`config.mk`:
```
export PLATFORM = sky130hd
export DESIGN_NAME = modem_sync_timing
export DESIGN_NICKNAME = d
export VERILOG_FILES = /design/src/core/modem_sync_pkg.sv /design/src/core/modem_sync_timing.sv
export VERILOG_INCLUDE_DIRS = /design/src /design/src/core
export SDC_FILE = /design/constraint.sdc
export NUM_CORES = 1
export LEC_CHECK = 0
export ABC_AREA = 1
export BUFFER_PORTS_ARGS = -buffer_cell sky130_fd_sc_hd__buf_2
export CORE_MARGIN = 1
export CORE_UTILIZATION = 54
export CTS_CLUSTER_SIZE = 12
export DETAILED_ROUTE_END_ITERATION = 16
export GPL_ROUTABILITY_DRIVEN = 0
export PLACE_DENSITY = 0.7
export SLEW_MARGIN = 20
export SYNTH_ARGS = -nofsm -noshare
export SYNTH_HDL_FRONTEND = slang
export SYNTH_HIERARCHICAL = 1
export SYNTH_SLANG_ARGS = --single-unit
```
`constraint.sdc`:
```
create_clock -name clock_i -period 3.7 [get_ports clock_i]
set_input_delay 0.74 -clock clock_i [delete_from_list [all_inputs] [get_ports clock_i]]
set_output_delay 0.74 -clock clock_i [all_outputs]
set_load 0.1 [all_outputs]
```
`src/core/modem_sync_defs.svh`:
```
// constants for the modem transmit symbol register and synchronous timing
`ifndef MODEM_SYNC_DEFS_SVH
`define MODEM_SYNC_DEFS_SVH

// ----------------------------------------------------------------------
// register map
// ----------------------------------------------------------------------
`define TX_SYMBOL_ADDR      4'hF
`define SYMBOL_WIDTH        8
`define NIBBLE_WIDTH        4

// ----------------------------------------------------------------------
// serialiser counts
// ----------------------------------------------------------------------
`define NIBBLES_LEFT_AFTER_LOAD 3'h1
`define BITS_LEFT_AFTER_LOAD    3'h7

// ----------------------------------------------------------------------
// buffering
// ----------------------------------------------------------------------
`define FIFO_DEPTH          32

// ----------------------------------------------------------------------
// timing: master clock and transmit clock rates
// ----------------------------------------------------------------------
`define CLOCK_HZ            125000000
`define TX_RATE_HIGH_HZ     2400
`define TX_RATE_LOW_HZ      1200
`define HALF_PERIOD_HIGH    (`CLOCK_HZ / (2 * `TX_RATE_HIGH_HZ))
`define HALF_PERIOD_LOW     (`CLOCK_HZ / (2 * `TX_RATE_LOW_HZ))

`endif

```
`src/core/modem_sync_pkg.sv`:
```
// types shared by the modem synchronous data timing block
package modem_sync_pkg;

	// where the transmit timing loop takes its reference from
	typedef enum logic [1:0] {
		SRC_FREE,
		SRC_TERMINAL,
		SRC_RECOVERED
	} timing_src_e;

	// host bus pins after synchronisation
	typedef struct packed {
		logic       ale;
		logic       rd_n;
		logic       wr_n;
		logic [7:0] ad;
	} host_bus_s;

	// one emitted transmit element
	typedef struct packed {
		logic [3:0] nibble;
		logic       fax_bit;
	} tx_element_s;

endpackage

```
`src/core/modem_sync_timing.sv`:
```
// transmit symbol register, symbol FIFO and synchronous serial timing
`include "modem_sync_defs.svh"

// ----------------------------------------------------------------------
// symbol fifo
// ----------------------------------------------------------------------
module symbol_fifo #(
	parameter int WIDTH = `SYMBOL_WIDTH,
	parameter int DEPTH = `FIFO_DEPTH
) (
	input  wire logic             clock_i,
	input  wire logic             rstn_i,
	input  wire logic [WIDTH-1:0] in_data_i,
	input  wire logic             in_valid_i,
	output logic                  in_ready_o,
	output logic [WIDTH-1:0]      out_data_o,
	output logic                  out_valid_o,
	input  wire logic             out_ready_i
);
	localparam int AW = $clog2(DEPTH);
	logic [WIDTH-1:0] store [DEPTH];
	logic [AW-1:0]    wr_ptr;
	logic [AW-1:0]    rd_ptr;
	logic [AW:0]      fill;
	logic             push;
	logic             pop;

	// honest flags straight from the fill count
	assign in_ready_o  = (fill != (AW+1)'(DEPTH));
	assign out_valid_o = (fill != '0);
	assign out_data_o  = store[rd_ptr];
	assign push        = in_valid_i && in_ready_o;
	assign pop         = out_valid_o && out_ready_i;

	// storage, written by index only
	always_ff @(posedge clock_i) begin
		if (push) begin
			store[wr_ptr] <= in_data_i;
		end
	end

	// pointers and fill level
	always_ff @(posedge clock_i or negedge rstn_i) begin
		if (!rstn_i) begin
			wr_ptr <= '0;
			rd_ptr <= '0;
			fill   <= '0;
		end else begin
			if (push) begin
				wr_ptr <= wr_ptr + AW'(1);
			end
			if (pop) begin
				rd_ptr <= rd_ptr + AW'(1);
			end
			fill <= fill + (AW+1)'(push) - (AW+1)'(pop);
		end
	end
endmodule

// ----------------------------------------------------------------------
// top level
// ----------------------------------------------------------------------
// Behaviour
// - symbol register selected when latched select bits read 1111
// - V.27/V.29: low nibble is sent before high nibble
// - V.21 fax: bit 0 sent first, then higher bits ascending
// - sync, unlocked: free-running loop drives a 2400 or 1200 Hz clock
// - sync and locked: loop follows the terminal-supplied transmit clock
// - sync, locked and loop timing: loop follows the recovered clock
// - transmit data is sampled on the rising transmit clock edge
// - sync mode: recovered clock is driven on the receive clock pin
// - received data changes only on falling recovered clock edges
module modem_sync_timing #(
	parameter int HALF_HIGH = `HALF_PERIOD_HIGH,
	parameter int HALF_LOW  = `HALF_PERIOD_LOW
) (
	input  wire logic       clock_i,
	input  wire logic       rstn_i,
	input  wire logic       ale_i,
	input  wire logic       rd_n_i,
	input  wire logic       wr_n_i,
	input  wire logic [7:0] ad_i,
	input  wire logic       sync_mode_i,
	input  wire logic       locked_mode_i,
	input  wire logic       loop_timing_i,
	input  wire logic       fax_mode_i,
	input  wire logic       rate_low_i,
	input  wire logic       tx_clock_from_terminal_i,
	input  wire logic       tx_data_i,
	input  wire logic       rx_clock_i,
	input  wire logic       rx_data_i,
	output logic            tx_clock_out_o,
	output logic            tx_data_sampled_o,
	output logic [3:0]      symbol_o,
	output logic            fax_bit_o,
	output logic            symbol_strobe_o,
	output logic            underrun_o,
	output logic            overflow_o,
	output logic            word_room_o,
	output logic            rx_recovered_clock_out_o,
	output logic            rx_data_o
);
	modem_sync_pkg::host_bus_s   bus_meta;
	modem_sync_pkg::host_bus_s   bus;
	modem_sync_pkg::host_bus_s   bus_prev;
	modem_sync_pkg::timing_src_e src;
	modem_sync_pkg::tx_element_s next_elem;
	logic [4:0]  pin_meta;
	logic [4:0]  pin_sync;
	logic [4:0]  pin_prev;
	logic [3:0]  register_select_bits;
	logic        write_end;
	logic        push_valid;
	logic        push_ready;
	logic [7:0]  pop_data;
	logic        pop_valid;
	logic        pop_ready;
	logic [31:0] div_count;
	logic [31:0] half_count;
	logic        ref_rise;
	logic        tx_rise;
	logic        rx_fall;
	logic [7:0]  shift;
	logic [2:0]  remain;

	// ------------------------------------------------------------------
	// pin synchronisers
	// ------------------------------------------------------------------
	// every pin crosses two flops; edges are found on the second stage only
	always_ff @(posedge clock_i or negedge rstn_i) begin
		if (!rstn_i) begin
			bus_meta <= '{ale: 1'b0, rd_n: 1'b1, wr_n: 1'b1, ad: 8'h00};
			bus      <= '{ale: 1'b0, rd_n: 1'b1, wr_n: 1'b1, ad: 8'h00};
			bus_prev <= '{ale: 1'b0, rd_n: 1'b1, wr_n: 1'b1, ad: 8'h00};
			pin_meta <= 5'h00;
			pin_sync <= 5'h00;
			pin_prev <= 5'h00;
		end else begin
			bus_meta <= '{ale: ale_i, rd_n: rd_n_i, wr_n: wr_n_i, ad: ad_i};
			bus      <= bus_meta;
			bus_prev <= bus;
			pin_meta <= {rx_data_i, rx_clock_i, tx_data_i, tx_clock_from_terminal_i,
				tx_clock_out_o};
			pin_sync <= pin_meta;
			pin_prev <= pin_sync;
		end
	end

	// ------------------------------------------------------------------
	// host bus decode
	// ------------------------------------------------------------------
	// address taken at the falling end of the latch strobe
	always_ff @(posedge clock_i or negedge rstn_i) begin
		if (!rstn_i) begin
			register_select_bits <= 4'h0;
		end else if (bus_prev.ale && !bus.ale) begin
			register_select_bits <= bus.ad[4:1];
		end
	end

	// data taken at the end of write, still inside its hold window
	assign write_end  = !bus_prev.wr_n && bus.wr_n;
	assign push_valid = write_end && (register_select_bits == `TX_SYMBOL_ADDR);
	assign word_room_o = push_ready;

	// a write into a full buffer is dropped and flagged for one cycle
	always_ff @(posedge clock_i or negedge rstn_i) begin
		if (!rstn_i) begin
			overflow_o <= 1'b0;
		end else begin
			overflow_o <= push_valid && !push_ready;
		end
	end

	symbol_fifo #(
		.WIDTH (`SYMBOL_WIDTH),
		.DEPTH (`FIFO_DEPTH)
	) fifo_u (
		.clock_i     (clock_i),
		.rstn_i      (rstn_i),
		.in_data_i   (bus.ad),
		.in_valid_i  (push_valid),
		.in_ready_o  (push_ready),
		.out_data_o  (pop_data),
		.out_valid_o (pop_valid),
		.out_ready_i (pop_ready)
	);

	// ------------------------------------------------------------------
	// transmit timing loop
	// ------------------------------------------------------------------
	// reference choice follows the mode bits
	always_comb begin
		if (sync_mode_i && locked_mode_i && loop_timing_i) begin
			src = modem_sync_pkg::SRC_RECOVERED;
		end else if (sync_mode_i && locked_mode_i) begin
			src = modem_sync_pkg::SRC_TERMINAL;
		end else begin
			src = modem_sync_pkg::SRC_FREE;
		end
	end

	always_comb begin
		unique case (src)
			modem_sync_pkg::SRC_FREE:      ref_rise = 1'b0;
			modem_sync_pkg::SRC_TERMINAL:  ref_rise = pin_sync[1] && !pin_prev[1];
			modem_sync_pkg::SRC_RECOVERED: ref_rise = pin_sync[3] && !pin_prev[3];
		endcase
	end

	assign half_count = rate_low_i ? 32'(HALF_LOW) : 32'(HALF_HIGH);

	// divider is held clear outside sync mode; in sync mode it is phase-pulled onto the reference edge and free-runs otherwise
	always_ff @(posedge clock_i or negedge rstn_i) begin
		if (!rstn_i) begin
			div_count      <= 32'h00000000;
			tx_clock_out_o <= 1'b0;
		end else if (!sync_mode_i) begin
			div_count      <= 32'h00000000;
			tx_clock_out_o <= 1'b0;
		end else if (ref_rise) begin
			div_count      <= 32'h00000000;
			tx_clock_out_o <= 1'b1;
		end else if (div_count >= half_count - 32'h00000001) begin
			div_count      <= 32'h00000000;
			tx_clock_out_o <= !tx_clock_out_o;
		end else begin
			div_count <= div_count + 32'h00000001;
		end
	end

	// rising edge of the outgoing clock, seen back through the pin sync
	assign tx_rise = pin_sync[0] && !pin_prev[0];

	// terminal data captured on each rising transmit clock edge
	always_ff @(posedge clock_i or negedge rstn_i) begin
		if (!rstn_i) begin
			tx_data_sampled_o <= 1'b0;
		end else if (tx_rise) begin
			tx_data_sampled_o <= pin_sync[2];
		end
	end

	// ------------------------------------------------------------------
	// symbol serialiser
	// ------------------------------------------------------------------
	assign pop_ready = tx_rise && (remain == 3'h0);

	// element to send: fresh word when empty, else the remaining shift bits
	always_comb begin
		if (remain == 3'h0) begin
			next_elem = '{nibble: pop_data[3:0], fax_bit: pop_data[0]};
		end else begin
			next_elem = '{nibble: shift[3:0], fax_bit: shift[0]};
		end
	end

	// an empty buffer at a tick with no shift bits left repeats nothing and flags underrun
	always_ff @(posedge clock_i or negedge rstn_i) begin
		if (!rstn_i) begin
			shift           <= 8'h00;
			remain          <= 3'h0;
			symbol_o        <= 4'h0;
			fax_bit_o       <= 1'b0;
			symbol_strobe_o <= 1'b0;
			underrun_o      <= 1'b0;
		end else begin
			symbol_strobe_o <= 1'b0;
			underrun_o      <= 1'b0;
			if (tx_rise && (remain != 3'h0 || pop_valid)) begin
				symbol_strobe_o <= 1'b1;
				symbol_o        <= next_elem.nibble;
				fax_bit_o       <= next_elem.fax_bit;
				if (remain == 3'h0) begin
					shift  <= fax_mode_i ? (pop_data >> 1) : (pop_data >> 4);
					remain <= fax_mode_i ? `BITS_LEFT_AFTER_LOAD : `NIBBLES_LEFT_AFTER_LOAD;
				end else begin
					shift  <= fax_mode_i ? (shift >> 1) : (shift >> 4);
					remain <= remain - 3'h1;
				end
			end else if (tx_rise) begin
				underrun_o <= 1'b1;
			end
		end
	end

	// ------------------------------------------------------------------
	// receive timing
	// ------------------------------------------------------------------
	assign rx_fall = !pin_sync[3] && pin_prev[3];

	// recovered clock on the pin, data moved only on its falling edge
	always_ff @(posedge clock_i or negedge rstn_i) begin
		if (!rstn_i) begin
			rx_recovered_clock_out_o <= 1'b0;
			rx_data_o                <= 1'b0;
		end else begin
			rx_recovered_clock_out_o <= sync_mode_i && pin_sync[3];
			if (rx_fall) begin
				rx_data_o <= pin_sync[4];
			end
		end
	end
endmodule

```
==> flow_metrics.env <==
export IMPL_ioPinCount=35
export IMPL_critical_path_class="flop to flop"
export IMPL_synth_simple_area_share_pct=19.7
export IMPL_fin_nets=1552
export IMPL_die_h_um=171
export IMPL_layoutNonFillerInstCount=1911
export IMPL_synth_seq_area_share_pct=67.3
export IMPL_drcViolationCount=0
export IMPL_dp_hpwl_um=18900
export IMPL_postRouteAntennaNets=0
export IMPL_die_w_um=171
export IMPL_min_period_over_period_pct=73.6
export IMPL_r2r_setup_slack_ns=0.98
export IMPL_powerDensity_mw_per_mm2=641
export IMPL_start_kind="flop"
export IMPL_skew_ns=0.0188
export IMPL_first_iter_violations=939
export IMPL_core_area_mm2=0.0279
export IMPL_cts_max_level=2
export IMPL_rows=61
export IMPL_endpoint="fifo_u/store[24][7]"
export IMPL_netlist_cell_type_count=41
export IMPL_ir_worst_vdd_uv=445
export IMPL_grt_util_all_layers_pct=22.0
export IMPL_antenna_found_initial=0
export IMPL_hold_buffers=0
export IMPL_ys_warn_count=6
export IMPL_syn_area_mm2=0.0154
export IMPL_setup_tns_ns=0
export IMPL_synth_xor_area_share_pct=1.42
export IMPL_cp_arrival_ns=2.86
export IMPL_grt_busiest_layer="met2"
export IMPL_syn_to_final_growth_pct=11.3
export IMPL_syn_inst=1456
export IMPL_grt_max_degree=139
export IMPL_synthAdderAreaFrac_pct=2.24
export IMPL_syn_area_per_cell_um2=10.6
export IMPL_dieArea_mm2=0.0293
export IMPL_drv_cap=0
export IMPL_clock_sinks=364
export IMPL_crit_start="fifo_u/fill[2]"
export IMPL_clk_path_buf_depth=3
export IMPL_regToRegStartpoint="fifo_u/fill[2]"
export IMPL_grt_pass1_wl_um=49400
export IMPL_root_buffer="clkbuf_16"
export IMPL_synth_compound_area_share_pct=2.48
export IMPL_cts_tree="done"
export IMPL_min_period_ns=2.72
export IMPL_rsz0062_at_grt="false"
export IMPL_leakage_uw=0.00724
export IMPL_avgRoutedWirePerCell_um=16.2
export IMPL_crit_path_end_kind="flop"
export IMPL_drt_pass1_iter_count=5
export IMPL_hold_viol=0
export IMPL_reg2reg_depth=7
export IMPL_outcome="complete, no violations"
export IMPL_dp_cells=1841
export IMPL_insertion_delay_ns=0.52
export IMPL_vias=9915
export IMPL_grt_pass1_vias=9502
export IMPL_cts_resized=0
export IMPL_synth_top_family_by_area="simple AND/OR/NAND/NOR gates"
export IMPL_drive_above_1_share_pct=8.87
export IMPL_met3_usage_pct=2.91
export IMPL_slew_headroom_pct=35.6
export IMPL_ys_seq_elements=364
export IMPL_fmax_mhz=367
export IMPL_grt_use_met2_pct=36.6
export IMPL_tightest_slew_ns=0.967
export IMPL_setup_viol=0
export IMPL_slew_viol_final=0
export IMPL_cp_max_fo=8
export IMPL_clk_pin_slew_ns=0.06
export IMPL_viasPerCell=5.19
export IMPL_overflow=0
export IMPL_initial_core_util_pct=55.3
export IMPL_yosys_mux_area_fraction_pct=0.292
export IMPL_cts_made_buffers=38
export IMPL_routed_wirelength_um=31000
export IMPL_min_path_type="primary input to asynchronous set/reset pin"
export IMPL_cts_setup_buffers=0
export IMPL_cp_data_required_time_ns=3.84
export IMPL_port_buffers=33
export IMPL_n_antenna_cell=0
export IMPL_grt_use_met1_pct=30.5
export IMPL_rr_endpoint="fifo_u/store[24][7]"
-- power breakdown --
group          total (uW)  internal (uW)  switching, uW  leakage [uW]
registers            4670           4550            123       0.00363
clock network        3590           2120           1470      0.000570
logic                2760            783           1970       0.00303
-- placed cells by master, fill, tap and decap left out, drive strengths merged, types with 2 or more instances in the layout --
cell / netlist / layout
nand4: 6 / 6
o211ai: 10 / 10
nand2: 435 / 435
xor2: 19 / 19
ha: 26 / 26
buf: 48 / 49
clkbuf: 8 / 65
nor2: 99 / 99
clkinv: 2 / 5
o31ai: 2 / 2
a21oi: 26 / 26
o21ai: 23 / 23
inv: 185 / 186
dfrtp: 105 / 105
edfxtp: 256 / 256
a31oi: 3 / 3
dfstp: 3 / 3
nor3: 11 / 11
xnor2: 6 / 6
nand3: 172 / 172
mux2: 4 / 4
conb: 1 / 15
-- metal layers --
metal	up-vias	part of all wire [%]
met5	-	0
met1	4744	44
met2	296	48
li1	4823	-
met4	0	2.2
met3	52	5.5
-- worst min-delay path by stage --
stage	startpoint	endpoint	depth (start not counted)
3_3_place_gp	pin_meta[2]	pin_sync[2]	0
2_1_floorplan	bus_meta[0]	bus[0]	0
5_1_grt	wr_n_i	bus_meta[8]	1
4_1_cts	rstn_i	fifo_u/wr_ptr[2]	1
3_5_place_dp	bus_meta[4]	bus[4]	0
6_report	rstn_i	symbol_o[0]	1
-- final cells by class --
class                   count  area [um2]
well taps                 378         473
fillers                  2199       10700
clock buffers              65        1110
repair buffers             49         338
inverters                 187         703
multi-input cells         863        4090
clock inverters             5        68.8
flip-flops and latches    364       10400
-- cell usage after synthesis, drive strengths merged --
cell / n / area share, %
o31ai: 2 / 0.097
edfxtp: 256 / 50
a21o: 1 / 0.049
nand3: 172 / 5.6
nand4: 6 / 0.24
a21oi: 26 / 0.84
nand2: 435 / 11
o22ai: 1 / 0.041
ha: 26 / 2.1
clkinv: 2 / 0.049
inv: 185 / 4.5
fa: 1 / 0.13
buf: 48 / 1.8
nor4: 1 / 0.041
nand3b: 1 / 0.049
nor3: 11 / 0.42
xor2: 19 / 1.1
dfstp: 3 / 0.51
a31oi: 3 / 0.12
or2: 1 / 0.041
dfrtp: 105 / 17
xnor2: 6 / 0.34
nor2: 99 / 2.7
o211ai: 10 / 0.49
mux2: 4 / 0.29
clkbuf: 8 / 0.19
conb: 1 / 0.024
o21ai: 23 / 0.84
-- worst max-delay path: stages, from the launching register on --
cell	delay [ns]
dfrtp_1	0.35
inv_1	0.07
ha_1	0.21
nand4_1	0.15
nand2_1	0.27
inv_1	0.25
nand2_1	0.32
nor2_1	0.72
-- sequential cells by signal, summed over array words and instances, names as in the netlist, 4 cells and up --
name,flops
pin_sync,5
symbol_o,4
fifo_u/fill,6
pin_meta,5
fifo_u/store,256
register_select_bits,4
shift,7
fifo_u/wr_ptr,5
bus,10
fifo_u/rd_ptr,5
div_count,32
bus_meta,10
-- stage by stage --
step | setup WS [ns] | power, uW | utilization [%] | hold slack [ns] | instance area [um2]
floorplan | 0.168 | 6790 | - | 0.331 | 15500
global placement | 1.04 | 7410 | 57.3 | 0.332 | 16000
finish | 0.976 | 11000 | 61.5 | 0.277 | 17200
global route | 0.762 | 11600 | 61.5 | 0.307 | 17200
detailed placement | 0.987 | 7470 | 57.3 | 0.335 | 16000
CTS | 0.961 | 11100 | 61.5 | 0.291 | 17200
-- logic make-up after synthesis --
logic type	Yosys count
simple gates	726
flops	364
buf+inv	243
compound gates	66
fa+ha+maj	27
xor+xnor	25
mux	4
other cells	1
(Power assumes the default switching activity.)
